`config.mk`:
```
export PLATFORM = sky130hd
export DESIGN_NAME = pbo_bit_order_polarity_ctrl
export DESIGN_NICKNAME = d
export VERILOG_FILES = /design/src/pbo_pkg.sv /design/src/pbo_bit_order_polarity_ctrl.sv
export SDC_FILE = /design/constraint.sdc
export NUM_CORES = 1
export LEC_CHECK = 0
export ABC_AREA = 1
export BUFFER_PORTS_ARGS = -buffer_cell sky130_fd_sc_hd__buf_2
export CORE_ASPECT_RATIO = 1.4
export CORE_MARGIN = 4
export CORE_UTILIZATION = 50
export DETAILED_ROUTE_END_ITERATION = 7
export PLACE_DENSITY = 0.79
export SETUP_SLACK_MARGIN = 0.4
export SLEW_MARGIN = 20
export SYNTH_ARGS = -nofsm -noshare
export SYNTH_HDL_FRONTEND = slang
export SYNTH_SLANG_ARGS = --single-unit
```
`constraint.sdc`:
```
create_clock -name core_clk -period 3.8 [get_ports core_clk]
set_input_delay 1.14 -clock core_clk [delete_from_list [all_inputs] [get_ports core_clk]]
set_output_delay 1.14 -clock core_clk [all_outputs]
set_load 0.03 [all_outputs]
```
`src/pbo_pkg.sv`:
```
// shared constants, register map and state layout for the bit order / polarity block
package pbo_pkg;

  // ************************************************************
  // datapath and register map
  // ************************************************************
  localparam int DATA_W = 20;
  localparam int SUB_W8 = 8;
  localparam int SUB_W10 = 10;
  localparam int ADDR_W = 8;
  localparam int THR_W = 4;
  localparam int IRQ_W = 3;
  localparam logic [ADDR_W-1:0] ADDR_CTRL = 8'h00;
  localparam logic [ADDR_W-1:0] ADDR_THRESH = 8'h04;
  localparam logic [ADDR_W-1:0] ADDR_STATUS = 8'h08;
  localparam logic [ADDR_W-1:0] ADDR_IRQ_STAT = 8'h0c;
  localparam logic [ADDR_W-1:0] ADDR_IRQ_MASK = 8'h10;
  localparam int CTRL_ERR_CLR_BIT = 7;
  localparam int IRQ_SD = 0;
  localparam int IRQ_DONE = 1;
  localparam int IRQ_ERR = 2;
  localparam logic [THR_W-1:0] THRESH_RST = 4'h7;
  localparam logic [6:0] LFSR_SEED = 7'h7f;
  localparam logic [5:0] DONE_WORDS = 6'h20;

  // ************************************************************
  // types
  // ************************************************************
  typedef enum logic [1:0] {
    CHK_IDLE = 2'b00,
    CHK_HUNT = 2'b01,
    CHK_LOCK = 2'b10
  } pbo_chk_e;

  typedef struct packed {
    logic chkEn;
    logic genSquare;
    logic genEn;
    logic statusEn;
    logic sdEn;
    logic sub10;
    logic txBitRev;
  } pbo_ctrl_s;

  localparam pbo_ctrl_s CTRL_RST = 7'h00;

  typedef struct packed {
    pbo_ctrl_s ctrl;
    logic [THR_W-1:0] thresh;
    logic [IRQ_W-1:0] irqStat;
    logic [IRQ_W-1:0] irqMask;
    logic errClr;
    logic pready;
    logic pslverr;
    logic [31:0] prdata;
    logic irq;
    logic rxFlip1;
    logic rxFlip2;
    logic sdSync1;
    logic sdSync2;
    logic sigDetect;
    logic [DATA_W-1:0] txOut;
    logic txIdle;
    logic [DATA_W-1:0] rxOut;
    logic [6:0] genLfsr;
    logic sqPhase;
    logic [6:0] chkHist;
    pbo_chk_e chk;
    logic [5:0] goodCnt;
    logic prbsDone;
    logic prbsErr;
    logic prbsDoneOut;
    logic prbsErrOut;
  } pbo_state_s;

endpackage

```
`src/pbo_bit_order_polarity_ctrl.sv`:
```
// pcs parallel datapath conditioning: bit/byte order, polarity, idle, signal detect, prbs
//
// Chosen here: register access over APB and the placing of the registers.
`timescale 1ns/10ps
module pbo_bit_order_polarity_ctrl (
  // clock and reset
  input wire logic core_clk,
  input wire logic reset_n,
  // apb slave
  input wire logic psel,
  input wire logic penable,
  input wire logic pwrite,
  input wire logic [7:0] paddr,
  input wire logic [31:0] pwdata,
  output logic [31:0] prdata,
  output logic pready,
  output logic pslverr,
  output logic irq,
  // fabric tx side
  input wire logic [19:0] txData,
  input wire logic txPolInv,
  input wire logic txElecIdle,
  // fabric rx side
  output logic [19:0] rxData,
  input wire logic rxPolInv,
  input wire logic rxByteRev,
  input wire logic rx_bit_order_flip_alt,
  output logic sigDetect,
  output logic prbsDone,
  output logic prbsErr,
  // pma side
  output logic [19:0] pmaTxData,
  output logic pmaTxElecIdle,
  input wire logic [19:0] pmaRxData,
  input wire logic pmaSdRaw,
  output logic [3:0] pmaSdThreshold
);

  // ************************************************************
  // helpers
  // ************************************************************
  function automatic logic [19:0] pbo_bit_rev(input logic [19:0] d);
    logic [19:0] r;
    r = 20'h00000;
    for (int i = 0; i < pbo_pkg::DATA_W; i++)
    begin
      r[i] = d[pbo_pkg::DATA_W-1-i];
    end
    return r;
  endfunction

  // 8-bit mode uses the low 16 bits only; upper nibble reads zero
  function automatic logic [19:0] pbo_sub_swap(input logic [19:0] d, input logic sub10);
    logic [19:0] r;
    r = sub10 ? {d[9:0], d[19:10]} : {4'h0, d[7:0], d[15:8]};
    return r;
  endfunction

  // bit i of result is stream bit i; low 7 are the seed, next 20 the new word
  function automatic logic [26:0] pbo_prbs_run(input logic [6:0] seed);
    logic [26:0] s;
    s = {20'h00000, seed};
    for (int i = 7; i < 27; i++)
    begin
      s[i] = s[i-7] ^ s[i-6];
    end
    return s;
  endfunction

  // ************************************************************
  // state
  // ************************************************************
  pbo_pkg::pbo_state_s st;
  pbo_pkg::pbo_state_s next_st;
  logic apbWr;
  logic [19:0] txSrc;
  logic [19:0] txRev;
  logic [19:0] rxPol;
  logic [19:0] rxSwap;
  logic [26:0] genRun;
  logic [26:0] chkRun;
  logic chkBad;
  logic [2:0] irqEv;
  logic [31:0] rdVal;
  logic rdErr;

  always_comb
  begin
    next_st = st;
    apbWr = psel && penable && pwrite && st.pready;
    next_st.pready = 1'b1;
    next_st.errClr = 1'b0;
    // register writes; no fabric port reaches txBitRev
    if (apbWr)
    begin
      unique case (paddr)
        pbo_pkg::ADDR_CTRL:
        begin
          next_st.ctrl = pbo_pkg::pbo_ctrl_s'(pwdata[6:0]);
          next_st.errClr = pwdata[pbo_pkg::CTRL_ERR_CLR_BIT];
        end
        pbo_pkg::ADDR_THRESH: next_st.thresh = pwdata[3:0];
        pbo_pkg::ADDR_IRQ_MASK: next_st.irqMask = pwdata[2:0];
        default: ;
      endcase
    end
    // read data is latched in the setup cycle so it stands through access
    rdErr = 1'b0;
    unique case (paddr)
      pbo_pkg::ADDR_CTRL: rdVal = {25'h0000000, st.ctrl};
      pbo_pkg::ADDR_THRESH: rdVal = {28'h0000000, st.thresh};
      pbo_pkg::ADDR_STATUS: rdVal = {28'h0000000, st.rxFlip2, st.prbsErr, st.prbsDone, st.sigDetect};
      pbo_pkg::ADDR_IRQ_STAT: rdVal = {29'h00000000, st.irqStat};
      pbo_pkg::ADDR_IRQ_MASK: rdVal = {29'h00000000, st.irqMask};
      default:
      begin
        rdVal = 32'h00000000;
        rdErr = 1'b1;
      end
    endcase
    if (psel && !penable)
    begin
      next_st.prdata = pwrite ? 32'h00000000 : rdVal;
      next_st.pslverr = rdErr;
    end

    // ************************************************************
    // transmit path
    // ************************************************************
    genRun = pbo_prbs_run(st.genLfsr);
    if (st.ctrl.genEn)
    begin
      txSrc = st.ctrl.genSquare ? {20{st.sqPhase}} : genRun[26:7];
      next_st.sqPhase = ~st.sqPhase;
      next_st.genLfsr = genRun[26:20];
    end
    else
    begin
      txSrc = txData;
    end
    txRev = st.ctrl.txBitRev ? pbo_bit_rev(txSrc) : txSrc;
    next_st.txOut = txRev ^ {20{txPolInv}};
    next_st.txIdle = txElecIdle;
    if (txElecIdle)
    begin
      next_st.txOut = 20'h00000;
    end

    // ************************************************************
    // receive path
    // ************************************************************
    // rx flip input may change at any time; only the second stage is used
    next_st.rxFlip1 = rx_bit_order_flip_alt;
    next_st.rxFlip2 = st.rxFlip1;
    rxPol = pmaRxData ^ {20{rxPolInv}};
    rxSwap = rxByteRev ? pbo_sub_swap(rxPol, st.ctrl.sub10) : rxPol;
    next_st.rxOut = st.rxFlip2 ? pbo_bit_rev(rxSwap) : rxSwap;

    // ************************************************************
    // signal detect
    // ************************************************************
    next_st.sdSync1 = pmaSdRaw;
    next_st.sdSync2 = st.sdSync1;
    next_st.sigDetect = st.ctrl.sdEn && st.sdSync2;

    // ************************************************************
    // prbs verifier, self-synchronising on the received stream
    // ************************************************************
    chkRun = pbo_prbs_run(st.chkHist);
    chkBad = chkRun[26:7] != rxPol;
    next_st.chkHist = rxPol[19:13];
    if (!st.ctrl.chkEn)
    begin
      next_st.chk = pbo_pkg::CHK_IDLE;
      next_st.goodCnt = 6'h00;
      next_st.prbsDone = 1'b0;
    end
    else if (st.errClr)
    begin
      next_st.chk = pbo_pkg::CHK_HUNT;
      next_st.goodCnt = 6'h00;
      next_st.prbsDone = 1'b0;
      next_st.prbsErr = 1'b0;
    end
    else
    begin
      unique case (st.chk)
        pbo_pkg::CHK_IDLE:
        begin
          next_st.chk = pbo_pkg::CHK_HUNT;
        end
        pbo_pkg::CHK_HUNT:
        begin
          next_st.goodCnt = chkBad ? 6'h00 : 6'(st.goodCnt + 6'h01);
          if (!chkBad && st.goodCnt == 6'(pbo_pkg::DONE_WORDS - 6'h01))
          begin
            next_st.chk = pbo_pkg::CHK_LOCK;
            next_st.prbsDone = 1'b1;
          end
        end
        pbo_pkg::CHK_LOCK:
        begin
          // sticky until cleared; loss of lock is not re-hunted automatically
          if (chkBad)
          begin
            next_st.prbsErr = 1'b1;
          end
        end
        default:
        begin
          next_st.chk = pbo_pkg::CHK_IDLE;
        end
      endcase
    end
    next_st.prbsDoneOut = st.ctrl.statusEn && next_st.prbsDone;
    next_st.prbsErrOut = st.ctrl.statusEn && next_st.prbsErr;

    // ************************************************************
    // interrupts, set beats write-one-to-clear
    // ************************************************************
    irqEv = {next_st.prbsErr && !st.prbsErr, next_st.prbsDone && !st.prbsDone,
             next_st.sigDetect && !st.sigDetect};
    if (apbWr && paddr == pbo_pkg::ADDR_IRQ_STAT)
    begin
      next_st.irqStat = (st.irqStat & ~pwdata[2:0]) | irqEv;
    end
    else
    begin
      next_st.irqStat = st.irqStat | irqEv;
    end
    next_st.irq = |(next_st.irqStat & next_st.irqMask);
  end

  always_ff @(posedge core_clk)
  begin
    if (!reset_n)
    begin
      st <= '0;
      st.thresh <= pbo_pkg::THRESH_RST;
      st.ctrl <= pbo_pkg::CTRL_RST;
      st.genLfsr <= pbo_pkg::LFSR_SEED;
      st.chk <= pbo_pkg::CHK_IDLE;
    end
    else
    begin
      st <= next_st;
    end
  end

  assign prdata = st.prdata;
  assign pready = st.pready;
  assign pslverr = st.pslverr;
  assign irq = st.irq;
  assign rxData = st.rxOut;
  assign sigDetect = st.sigDetect;
  assign prbsDone = st.prbsDoneOut;
  assign prbsErr = st.prbsErrOut;
  assign pmaTxData = st.txOut;
  assign pmaTxElecIdle = st.txIdle;
  assign pmaSdThreshold = st.thresh;

  // ************************************************************
  // assertions
  // ************************************************************
  property p_tx_bitrev;
    @(posedge core_clk) disable iff (!reset_n)
    st.ctrl.txBitRev && !st.ctrl.genEn && !txPolInv && !txElecIdle |=> pmaTxData == pbo_bit_rev($past(txData));
  endproperty
  a_tx_bitrev: assert property (p_tx_bitrev) else $error("tx word not bit reversed");
  property p_tx_static;
    @(posedge core_clk) disable iff (!reset_n)
    $changed(st.ctrl.txBitRev) |-> $past(apbWr) && $past(paddr) == pbo_pkg::ADDR_CTRL;
  endproperty
  a_tx_static: assert property (p_tx_static) else $error("tx reversal changed without register write");
  property p_rx_flip;
    @(posedge core_clk) disable iff (!reset_n)
    st.rxFlip2 && !rxPolInv && !rxByteRev |=> rxData == pbo_bit_rev($past(pmaRxData));
  endproperty
  a_rx_flip: assert property (p_rx_flip) else $error("rx word not msb first");
  property p_rx_sync;
    @(posedge core_clk) disable iff (!reset_n)
    rx_bit_order_flip_alt ##1 rx_bit_order_flip_alt |=> st.rxFlip2;
  endproperty
  a_rx_sync: assert property (p_rx_sync) else $error("rx flip not through two stages");
  property p_rx_byterev;
    @(posedge core_clk) disable iff (!reset_n)
    rxByteRev && st.ctrl.sub10 && !st.rxFlip2 && !rxPolInv |=>
      rxData == {$past(pmaRxData[9:0]), $past(pmaRxData[19:10])};
  endproperty
  a_rx_byterev: assert property (p_rx_byterev) else $error("rx sub-words not swapped");
  property p_tx_polinv;
    @(posedge core_clk) disable iff (!reset_n)
    txPolInv && !st.ctrl.txBitRev && !st.ctrl.genEn && !txElecIdle |=> pmaTxData == ~$past(txData);
  endproperty
  a_tx_polinv: assert property (p_tx_polinv) else $error("tx word not inverted");
  property p_rx_polinv;
    @(posedge core_clk) disable iff (!reset_n)
    rxPolInv && !rxByteRev && !st.rxFlip2 |=> rxData == ~$past(pmaRxData);
  endproperty
  a_rx_polinv: assert property (p_rx_polinv) else $error("rx word not inverted");
  property p_idle;
    @(posedge core_clk) disable iff (!reset_n)
    txElecIdle |=> pmaTxElecIdle && pmaTxData == 20'h00000;
  endproperty
  a_idle: assert property (p_idle) else $error("idle not forced");
  property p_sd;
    @(posedge core_clk) disable iff (!reset_n)
    st.ctrl.sdEn && pmaSdRaw ##1 st.ctrl.sdEn && pmaSdRaw ##1 st.ctrl.sdEn |=> sigDetect;
  endproperty
  a_sd: assert property (p_sd) else $error("signal detect missed");
  property p_status_off;
    @(posedge core_clk) disable iff (!reset_n)
    !st.ctrl.statusEn |=> !prbsDone && !prbsErr;
  endproperty
  a_status_off: assert property (p_status_off) else $error("prbs status shown while disabled");
  property p_err_clear;
    @(posedge core_clk) disable iff (!reset_n)
    st.errClr && st.ctrl.chkEn |=> !st.prbsDone && !st.prbsErr && st.goodCnt == 6'h00;
  endproperty
  a_err_clear: assert property (p_err_clear) else $error("error clear did not restart check");

  c_lock: cover property (@(posedge core_clk) disable iff (!reset_n) $rose(st.prbsDone));
  c_err: cover property (@(posedge core_clk) disable iff (!reset_n) $rose(st.prbsErr));
  c_irq: cover property (@(posedge core_clk) disable iff (!reset_n) $rose(irq));

endmodule

```
After elaboration in Yosys (flattened, before gate mapping)

Index checks and enable logic that the tools add are counted.

ROM bits: 0
Bits in latches: 0
Bits in writable memories: 0
Word-level logic and storage cells: 152
Register bits after elaboration: 126
Memories kept: 0
Bits of input ports: 91

Mux-type cells: 27
Multiply operators: 0
Bitwise operators: 51
Divide/modulo/power cells: 0
Reductions and logical operators: 29
Order comparisons: 0
Eq/ne operators: 11
$add $sub $neg: 1
Shift-type cells: 0

Operators with widths:

| cell                                                            | number |
|---|---|
| 20-bit 2-to-1 mux                                               | 7 |
| 108-bit 2-to-1 mux                                              | 1 |
| 1-bit XOR                                                       | 40 |
| 20-bit XOR                                                      | 2 |
| 7-bit one-hot mux with 5 select lines                           | 1 |
| 33-bit 2-to-1 mux                                               | 1 |
| 32-bit 2-to-1 mux                                               | 1 |
| 20-bit inequality test                                          | 1 |
| 8-bit by 4-bit == test with 1-bit output, second input constant | 2 |
| 1-bit logical AND                                               | 12 |
| 10-bit 2-to-1 mux                                               | 1 |
| 2-bit AND reduction                                             | 5 |
| 9-bit 2-to-1 mux                                                | 1 |
| 8-bit by 3-bit == test with 1-bit output, second input constant | 1 |
| 8-bit by 5-bit == test with 1-bit output, second input constant | 1 |
| 8-bit logical NOT                                               | 1 |
| 8-bit 2-to-1 mux                                                | 1 |
| 7-bit 2-to-1 mux                                                | 1 |
| 6-bit by 1-bit adder with 6-bit output, second input constant   | 1 |
| 3-bit AND                                                       | 2 |
| 6-bit by 5-bit == test with 1-bit output, second input constant | 1 |
| 1-bit 2-to-1 mux                                                | 6 |
| 3-bit 2-to-1 mux                                                | 2 |
| 6-bit 2-to-1 mux                                                | 1 |
| other kinds (16)                                                | 26 |

Depth between registers and ports, before layout

Gate-level depths: netlist (run 1).

Word-level depth: 17
Gate-level depth with buffers: 19
Mapped depth without buffers: 17

Worst setup path after synthesis (run 1)

No wires, ideal clock.

Path kind: input port to flip-flop
From: input rxPolInv
To: register st[10] (netlist name)
Buffers on the path: 2
Setup slack: 1203 ps
Arrival time: 2483 ps
Library setup time: 114 ps
Stages on the path: 13
Path through: buf_6 > buf_8 > or2_1 > nand2_2 > inv_2 > nand2_1 > nand4_1 > nor2_2 > nand3_2 > nor2_4 > nand2_1 > a21oi_1 > nor2_1

Word-level cells in the longest chain between the ends: 6

Ends and longest elaborated chain:

| element                                | line                               | RTL |
|---|---|---|
| start, declared                        | pbo_bit_order_polarity_ctrl.sv:25  | `input wire logic rxPolInv,` |
| 20-bit XOR                             | pbo_bit_order_polarity_ctrl.sv:155 | `rxPol = pmaRxData ^ {20{rxPolInv}};` |
| 20-bit inequality test                 | pbo_bit_order_polarity_ctrl.sv:170 | `chkBad = chkRun[26:7] != rxPol;` |
| 1-bit logical NOT                      | pbo_bit_order_polarity_ctrl.sv:195 | `if (!chkBad && st.goodCnt == 6'(pbo_pkg::DONE_WORDS - 6'h01))` |
| 1-bit logical AND                      | pbo_bit_order_polarity_ctrl.sv:195 |  |
| 3-bit inequality test (no source line) | n/a                                |  |
| 2-bit AND reduction (no source line)   | n/a                                |  |
| end signal, assigned                   | pbo_bit_order_polarity_ctrl.sv:246 | `st <= next_st;` |
| end, declared                          | pbo_bit_order_polarity_ctrl.sv:73  | `pbo_pkg::pbo_state_s st;` |

Every way passes these cells.
A chain may end at the register's enable or synchronous reset.

Worst setup path in the final report (run 1)

From: input rxPolInv
To: register st, in the netlist irq

Word-level cells in the longest chain between the ends: 13
Elaborated cells between the ends (all ways): 18

Ends and longest elaborated chain:

| element                                    | line                                                                   | RTL |
|---|---|---|
| 20-bit XOR *                               | pbo_bit_order_polarity_ctrl.sv:155                                     |  |
| 20-bit inequality test *                   | pbo_bit_order_polarity_ctrl.sv:170                                     |  |
| 1-bit logical NOT                          | pbo_bit_order_polarity_ctrl.sv:195                                     |  |
| 1-bit logical AND                          | pbo_bit_order_polarity_ctrl.sv:195                                     |  |
| 1-bit 2-to-1 mux                           | pbo_bit_order_polarity_ctrl.sv:195                                     |  |
| 7-bit 2-to-1 mux                           | pbo_bit_order_polarity_ctrl.sv:187                                     | `unique case (st.chk)` |
| 10-bit 2-to-1 mux *                        | pbo_bit_order_polarity_ctrl.sv:178                                     | `else if (st.errClr)` |
| 9-bit 2-to-1 mux                           | pbo_bit_order_polarity_ctrl.sv:172                                     | `if (!st.ctrl.chkEn)` |
| 1-bit logical AND                          | pbo_bit_order_polarity_ctrl.sv:221                                     | `irqEv = {next_st.prbsErr && !st.prbsErr, next_st.prbsDone && !st.prbsDone,` |
| 3-bit bitwise OR, on equally long branches | pbo_bit_order_polarity_ctrl.sv:229, pbo_bit_order_polarity_ctrl.sv:225 |  |
| 3-bit 2-to-1 mux *                         | pbo_bit_order_polarity_ctrl.sv:223                                     | `if (apbWr && paddr == pbo_pkg::ADDR_IRQ_STAT)` |
| 3-bit AND *                                | pbo_bit_order_polarity_ctrl.sv:231                                     | `next_st.irq = \|(next_st.irqStat & next_st.irqMask);` |
| 3-bit OR reduction *                       | pbo_bit_order_polarity_ctrl.sv:231                                     |  |

Every way passes the cells marked *; elsewhere a longest branch is shown, timed or not.

==> results of run 1 <==
sequential cells by signal, summed over array words and instances (netlist names):
| register | cells |
|---|---|
| chkRun | 7 |
| genRun | 7 |
| irq | 1 |
| next_st | 2 |
| pmaSdThreshold | 4 |
| pmaTxData | 20 |
| pmaTxElecIdle | 1 |
| prbsDone | 1 |
| prbsErr | 1 |
| prdata | 7 |
| pready | 1 |
| pslverr | 1 |
| rxData | 20 |
| sigDetect | 1 |
| st | 27 |
layout make-up:
class                           instances  area (um^2)  share of cell area, %
Multi-Input combinational cell        680         3280                   48.5
Sequential cell                       101         2020                   29.9
Timing Repair Buffer                  129          658                   9.73
Inverter                               83          314                   4.64
Clock buffer                            9          225                   3.33
Tap cell                              150          188                   2.77
Clock inverter                          7         78.8                   1.17
logic make-up (layout without fill, tap and decap cells):
kind of cell / count (synthesis) / after routing / synth area share, %
AO/OA/AOI/OAI: 187 / 187 / 17.1
XOR/XNOR: 29 / 29 / 4.95
flip-flops: 101 / 101 / 32.3
buffers and inverters: 194 / 228 / 16.8
other: 1 / 25 / 0.0598
AND/OR/NAND/NOR: 438 / 438 / 28.6
adder cells (fa/ha/maj): 1 / 1 / 0.200
per-stage QoR:
stage	setup slack [ns]	total power [mW]
after floorplan	1.20	1.55
after global placement	0.577	1.62
after detailed placement	0.537	1.62
after CTS	0.916	2.54
after global routing	0.666	2.66
final	0.888	2.52
tightest hold or removal path: cells and delay by family (launching register included):
kind,cells,cell delay [ns]
buf+inv,1,0.04
simple gates,1,0.05
flops,1,0.31
cells in the final DEF (no fill, tap or decap), drive strengths merged, types with 2 or more instances in the layout:
cell type / instances
o21ai: 81
dfxtp: 101
nand3: 31
o211ai: 6
nor3: 4
nand4: 7
a211oi: 3
nand3b: 2
xnor2: 14
o22ai: 6
buf: 129
xor2: 15
conb: 25
nor2: 92
a22oi: 8
clkbuf: 9
o221ai: 13
inv: 84
or2: 6
a21oi: 62
clkinv: 6
a21boi: 3
nand2: 294
routing by layer:
| metal | wire length [um] | vias to the layer above |
|---|---|---|
| met4 | 622 | 0 |
| met5 | 0 | - |
| met2 | 7500 | 222 |
| li1 | - | 3065 |
| met3 | 1020 | 40 |
| met1 | 5700 | 2573 |
power by group through the flow:
stage	Sequential (mW)	Clock, mW	Combinational (mW)
CTS	1.11	0.940	0.488
finish	1.11	0.915	0.494
detailed placement	1.14	0	0.487
global route	1.12	0.987	0.551
global placement	1.14	0	0.481
floorplan	1.14	0	0.413
path summary, 6_finish.rpt:
| kind | slack (ns) | end | cells after the start |
|---|---|---|---|
| min | 0.42 | st[71] | 2 |
| max | 0.89 | irq | 15 |
| min reg2reg | 0.42 | st[71] | 2 |
| max reg2reg | 1.48 | pmaTxData[6] | 9 |
==> results.md, run 1 <==
- IO Count: 174
- Combinational Power Share: 19.6%
- Number of buffers and inverters on the critical path: 4
- Yosys top cell area share: 32.3%
- GPL Wtd Cong: roughly 0.96
- Final Hold Fails: 0
- Cell accounting for the most synthesized area: sky130_fd_sc_hd__dfxtp_1
- Area Growth Syn to Fin: 7.95%
- Largest net degree at the start of global routing: 37
- Clock Sinks: 101
- Worst slew margin relative to its limit: 41.0%
- Post-synthesis average cell area: 6.59 um^2
- Cell-internal power: 1.71 mW
- Required time of the worst setup path: 4.10 ns
- Largest delay share family, worst path: simple AND/OR/NAND/NOR gates
- H-Tree Level Count: 3
- Number of library cell types mapped by synthesis: approximately 50
- Met1 Usage GRT: 24.1%
- Nets: roughly 1100
- Critical path capture point type: flop
- Part of the total power dissipated in the clock network: 36.3%
- Overall routed net length: 14800 um
- Max Cap Viol: 0
- Via total after detailed routing: 5900
- Period utilisation layout: 76.6%
- Iter 0 DRT Violations: 304
- Worst Clk Skew: 0.0110 ns
- Layout cell share with drive strength beyond 1: 17.6%
- Run status: completed
- All-Layer GR Usage: 20.9%
- Synth warn: 0
- Switch Pwr: 812 uW
- Remaining global-route overflow: 0
- Die Ht: approximately 140 um
- EDFF count, synth: 0
- Avg Vias per Cell: 5.09
- Global-route wire length before repair: about 24000 um
- Transition time at the pin with the least slew margin: approximately 0.88 ns
- Sequential fraction of design power: 44.1%
- Final critical-path required period: between 2 and 3 ns
- Fraction of met2 tracks used by global routing: between 30% and 40%
- Initial antenna violation count: 0
- Leakage component of the power: 3.38 nW
- Max Slew Vio Count: 0
- Cell area after synthesis: 0.00627 mm^2
- Post-CTS Setup Inserts: 0
- Number of buffers inserted by port buffering: ~120
- Highest achievable clock rate: 343 MHz
- Num rows: 48
- Data arrival time of the critical path: about 3.2 ns
- Top cells by area in the synthesized netlist: sky130_fd_sc_hd__dfxtp_1 (32%), sky130_fd_sc_hd__nand2_1 (17%), sky130_fd_sc_hd__buf_4 (9.2%), sky130_fd_sc_hd__o21ai_0 (6.2%), sky130_fd_sc_hd__nor2_1 (5.2%)
- Number of search-and-repair iterations in the first detailed-routing pass: 5
- Setup-violating endpoint count in the final report: 0
- Number of filler cells placed in the layout: 1204
- Placeable core region: between 0.01 and 0.015 mm^2
- Most common cell type on the critical path: sky130_fd_sc_hd__nand2_1
- Worst setup path start: rxPolInv
- Antenna diode count: 0
- TritonCTS clock tree: built
- Count of mapped cells out of synthesis: 951
- Placed insts: 1143
- Peak supply drop: 0.215 mV
- Power density normalized to cell area: 373 mW/mm^2
- TritonCTS Buffers: 9
- Post-CTS clock slew at the launch and capture registers of the worst setup and hold paths: 0.08 ns
- #FFs+latches synth: slightly above 100
- Hold path startpoint: next_st[71]
- Commonest cells post-synth: sky130_fd_sc_hd__nand2_1 (289), sky130_fd_sc_hd__dfxtp_1 (101), sky130_fd_sc_hd__nor2_1 (86)
- Count of instances resized after the clock tree is built: 0
- Placed Instance Area: 0.00646 mm^2
- Setup repair after global routing missed its margin: no
- Wire length per cell: ~13 um
- Fraction of power spent switching nets: roughly 32%
- Number of standard cells in the final layout excluding fillers: around 1200
- Class of the most critical setup path: input port to flop
- Die width: 103 um
- Fin area: 0.00677 mm^2
- Share of flip-flops with an asynchronous set or reset after synthesis: 0%
- Root buffer cell: sky130_fd_sc_hd__clkbuf_16
- Fraction of the yosys area taken by sequential cells: 32.3%
- Hold_buf cts: 0
- Initial Util: 50.9%
- Kind of path behind the tightest hold check: flop to flop
- Busiest grt layer: met2
- Number of global-route vias before repair: 5460
- Leading cell type by number of instances after synthesis: sky130_fd_sc_hd__nand2_1
- Bufs on Longest Clock Path: 2
- Hold Worst Slack: 0.420 ns
- Reg2reg start: st[123]
- Final HPWL DP: between 10000 and 15000 um
- Post-route DRC violation count: 0
- Maximum fanout along the worst path: 32
- Full die area: roughly 0.014 mm^2
- Final antenna-violating net count: 0
- Met3 demand-to-capacity share in global routing: under 10%
- Max incr delay on CP: 0.44 ns
- Startpoint type of the worst setup path: input port
- Top_reg_cell synth: sky130_fd_sc_hd__dfxtp_1
- Worst path slowest cell: sky130_fd_sc_hd__buf_2
- Core Util, Final: 54.9%
- Clock insertion delay at the later pin of the skew report: roughly 0.35 ns
- Sum of negative setup slack: 0 ns
- Cell-by-cell trace of the critical path: buf_2 > buf_4 > xor2_4 > inv_2 > nand2_1 > nand2_1 > inv_1 > nand2_1 > nor2_1 > nand3_2 > nor2_4 > nand4_2 > nand2_2 > nand2_1 > nand3_2
Note: power is estimated with default switching activity, not from simulation.
==> run 2: changes to the inputs <==
--- a/config.mk
+++ b/config.mk
@@ -9,7 +9,7 @@
 export BUFFER_PORTS_ARGS = -buffer_cell sky130_fd_sc_hd__buf_2
 export CORE_ASPECT_RATIO = 1.4
 export CORE_MARGIN = 4
-export CORE_UTILIZATION = 50
+export CORE_UTILIZATION = 48
 export DETAILED_ROUTE_END_ITERATION = 7
 export PLACE_DENSITY = 0.79
 export SETUP_SLACK_MARGIN = 0.4
==> constraint.sdc (replaced) <==
create_clock -name core_clk -period 2.54 [get_ports core_clk]
set_input_delay 0.762 -clock core_clk [delete_from_list [all_inputs] [get_ports core_clk]]
set_output_delay 0.762 -clock core_clk [all_outputs]
set_load 0.03 [all_outputs]
==> run 2 against run 1 <==
  * Cell count is 4.3% higher
  * Hold slack better by 0.0080 ns
  * Routed wire length is 1.8% higher
  * Sequential power is 50% higher
  * Non-clock buffer count is 47 higher
  * Design area is 7.5% higher
  * Power is 54% higher
  * Critical path depth stayed put
  * Die area is 3.9% higher
  * Largest cell class unchanged
  * Global-route usage is 1.5 points lower
==> results.md, run 2 (same netlist as run 1, synthesis figures left out) <==
- Maximum fanout along the worst path: 8 (was 32)
- Combinational Power Share: 21.5% (was 19.6%)
- Final critical-path required period: 2.06 ns
- Largest net degree at the start of global routing: 34 (was 37)
- Iter 0 DRT Violations: 324 (was 304)
- Number of search-and-repair iterations in the first detailed-routing pass: 5 (unchanged)
- Overall power after layout: 3.88 mW (was 2.52 mW)
- Clock insertion delay at the later pin of the skew report: 0.35 ns (about the same)
- Antenna diode count: 0 (unchanged)
- Full die area: 0.0150 mm^2 (was 0.0144 mm^2)
- Most frequent standard cell in the layout excluding fill and tap cells: sky130_fd_sc_hd__nand2_1 (unchanged)
- Run status: completed (unchanged)
- Final Hold Fails: 0 (unchanged)
- Power density normalized to cell area: 534 mW/mm^2 (was 373 mW/mm^2)
- Final antenna-violating net count: 0 (unchanged)
- All-Layer GR Usage: 19.4% (was 20.9%)
- IO Count: 174 (unchanged)
- Setup-violating endpoint count in the final report: 0 (unchanged)
- Commonest cells after routing, fill and taps aside: sky130_fd_sc_hd__nand2_1 (276), sky130_fd_sc_hd__buf_2 (123), sky130_fd_sc_hd__dfxtp_1 (97) (was sky130_fd_sc_hd__nand2_1 (289), sky130_fd_sc_hd__buf_2 (124), sky130_fd_sc_hd__dfxtp_1 (101))
- Via total after detailed routing: 6094 (was 5900)
- GPL Wtd Cong: 0.973 (was 0.958)
- Fraction of power spent switching nets: 32.0% (was 32.2%)
- Number of standard cells in the final layout excluding fillers: 1209 (was 1159)
- Placed Instance Area: 0.00683 mm^2 (was 0.00646 mm^2)
- Critical path capture point type: flop (unchanged)
- Nets: 1143 (was 1096)
- Bufs on Longest Clock Path: 2 (unchanged)
- Overall routed net length: 15100 um (was 14800 um)
- DP Worst Slack: -0.0104 ns (was 0.537 ns)
- H-Tree Level Count: 3 (unchanged)
- Remaining global-route overflow: 0 (unchanged)
- Part of the total power dissipated in the clock network: 35.7% (was 36.3%)
- Layout cell share with drive strength beyond 1: 23.6% (was 17.6%)
- TritonCTS clock tree: built (unchanged)
- Max Slew Vio Count: 0 (unchanged)
- Post-CTS clock slew at the launch and capture registers of the worst setup and hold paths: 0.08 ns (about the same)
- Required time of the worst setup path: 2.79 ns (was 4.10 ns)
- Core Util, Final: 56.8% (was 54.9%)
- Setup repair after global routing missed its margin: yes (was no)
- Cell-internal power: 2.64 mW (was 1.71 mW)
- Number of global-route vias before repair: 5506 (was 5460)
- Data arrival time of the critical path: 2.31 ns (was 3.21 ns)
- Sum of negative setup slack: 0 ns (unchanged)
- Die Ht: 143 um (was 140 um)
- Transition time at the pin with the least slew margin: 0.795 ns (was 0.885 ns)
- Class of the most critical setup path: input port to flop (unchanged)
- Worst slew margin relative to its limit: 46.5% (was 41.0%)
- Clock Sinks: 101 (unchanged)
- Startpoint type of the worst setup path: input port (unchanged)
- Highest achievable clock rate: slightly below 500 MHz
- Period utilisation layout: roughly four fifths
- Leakage component of the power: 3.65 nW (was 3.38 nW)
- Number of filler cells placed in the layout: 1261 (was 1204)
- Placed insts: 1187 (was 1143)
- Root buffer cell: sky130_fd_sc_hd__clkbuf_16 (unchanged)
- Initial Util: 48.9% (was 50.9%)
- Wire length per cell: 12.5 um (was 12.8 um)
- TritonCTS Buffers: 9 (unchanged)
- Max FFs per register: 27 (unchanged)
- Final HPWL DP: 11800 um (was 11400 um)
- Avg Vias per Cell: 5.04 (was 5.09)
- Peak supply drop: 0.324 mV (was 0.215 mV)
- Register with the highest flop count: st (unchanged)
- Hold_buf cts: 0 (unchanged)
- Post-route DRC violation count: 0 (unchanged)
- Initial antenna violation count: 0 (unchanged)
- Global-route wire length before repair: 24200 um (was 24400 um)
- Max Cap Viol: 0 (unchanged)
- Worst Clk Skew: 0.0107 ns (was 0.0110 ns)
- Die width: 105 um (was 103 um)
- Num rows: 49 (was 48)
- Switch Pwr: 1.24 mW (was 812 uW)
- Placeable core region: 0.0128 mm^2 (was 0.0123 mm^2)
- Area Growth Syn to Fin: 16.1% (was 7.95%)
- Least setup slack across all paths after layout: 0.475 ns (was 0.888 ns)
- Kind of path behind the tightest hold check: flop to flop (unchanged)
- Fin area: 0.00727 mm^2 (was 0.00677 mm^2)
- Sequential fraction of design power: 42.8% (was 44.1%)
- Number of buffers inserted by port buffering: 124 (unchanged)
- Hold Worst Slack: 0.428 ns (was 0.420 ns)
## run 2: cell types whose count changed in the layout (fill, tap and decap cells not counted), sizes merged
cell	before	now
buf	129	175
clkbuf	9	10
clkinv	6	3
inv	84	87
## run 2: worst paths after layout
check,from,endpoint,slack (ns),depth (start not counted)
worst max register to register,chkRun[2],irq,0.56,16
worst min register to register,next_st[69],st[69],0.43,2
worst min-delay path,next_st[69],st[69],0.43,2
worst max-delay path,rxPolInv,irq,0.48,15
## run 2: cell type report
type	count	area (um^2)	share of cell area (%)
clock buffers	9	225	3.10
clock inverters	7	81.3	1.12
inverters	83	319	4.39
multi-input cells	680	3360	46.2
flip-flops and latches	101	2030	27.9
well taps	153	191	2.63
repair buffers	176	1070	14.7
## run 2: timing repair
item,4_1_cts,5_1_grt
setup buffers,0,5
setup endpoints to repair,5,20
cloned,0,1
pin swaps,1,11
resized for setup,5,22
endpoints found under the hold margin,0,0
## run 2: layer usage
metal	global-route usage (%)	share of wire [%]
met1	21.0	38
met2	36.0	51
met3	3.03	5.5
met4	11.1	5.0
met5	0	0
## run 2: power by group through the flow
stage          registers [mW]  logic [mW]  clock network (mW)
3_3_place_gp             1.70       0.792                   0
5_1_grt                  1.67       0.927                1.47
3_5_place_dp             1.70       0.802                   0
6_report                 1.66       0.836                1.39
2_1_floorplan            1.70       0.628                   0
4_1_cts                  1.66       0.809                1.41
## run 2: worst max-delay path, stage by stage
cell                      delay, ns
sky130_fd_sc_hd__buf_12        0.12
sky130_fd_sc_hd__buf_8         0.13
sky130_fd_sc_hd__or2_1         0.23
sky130_fd_sc_hd__nand2_2       0.08
sky130_fd_sc_hd__inv_2         0.05
sky130_fd_sc_hd__nand2_1       0.06
sky130_fd_sc_hd__nand4_1       0.10
sky130_fd_sc_hd__nor2_2        0.18
sky130_fd_sc_hd__nand2_1       0.07
sky130_fd_sc_hd__nor2_1        0.12
sky130_fd_sc_hd__nand2_1       0.10
sky130_fd_sc_hd__nand4_1       0.10
sky130_fd_sc_hd__nand2_1       0.07
sky130_fd_sc_hd__nand2_1       0.07
sky130_fd_sc_hd__nand3_2       0.05
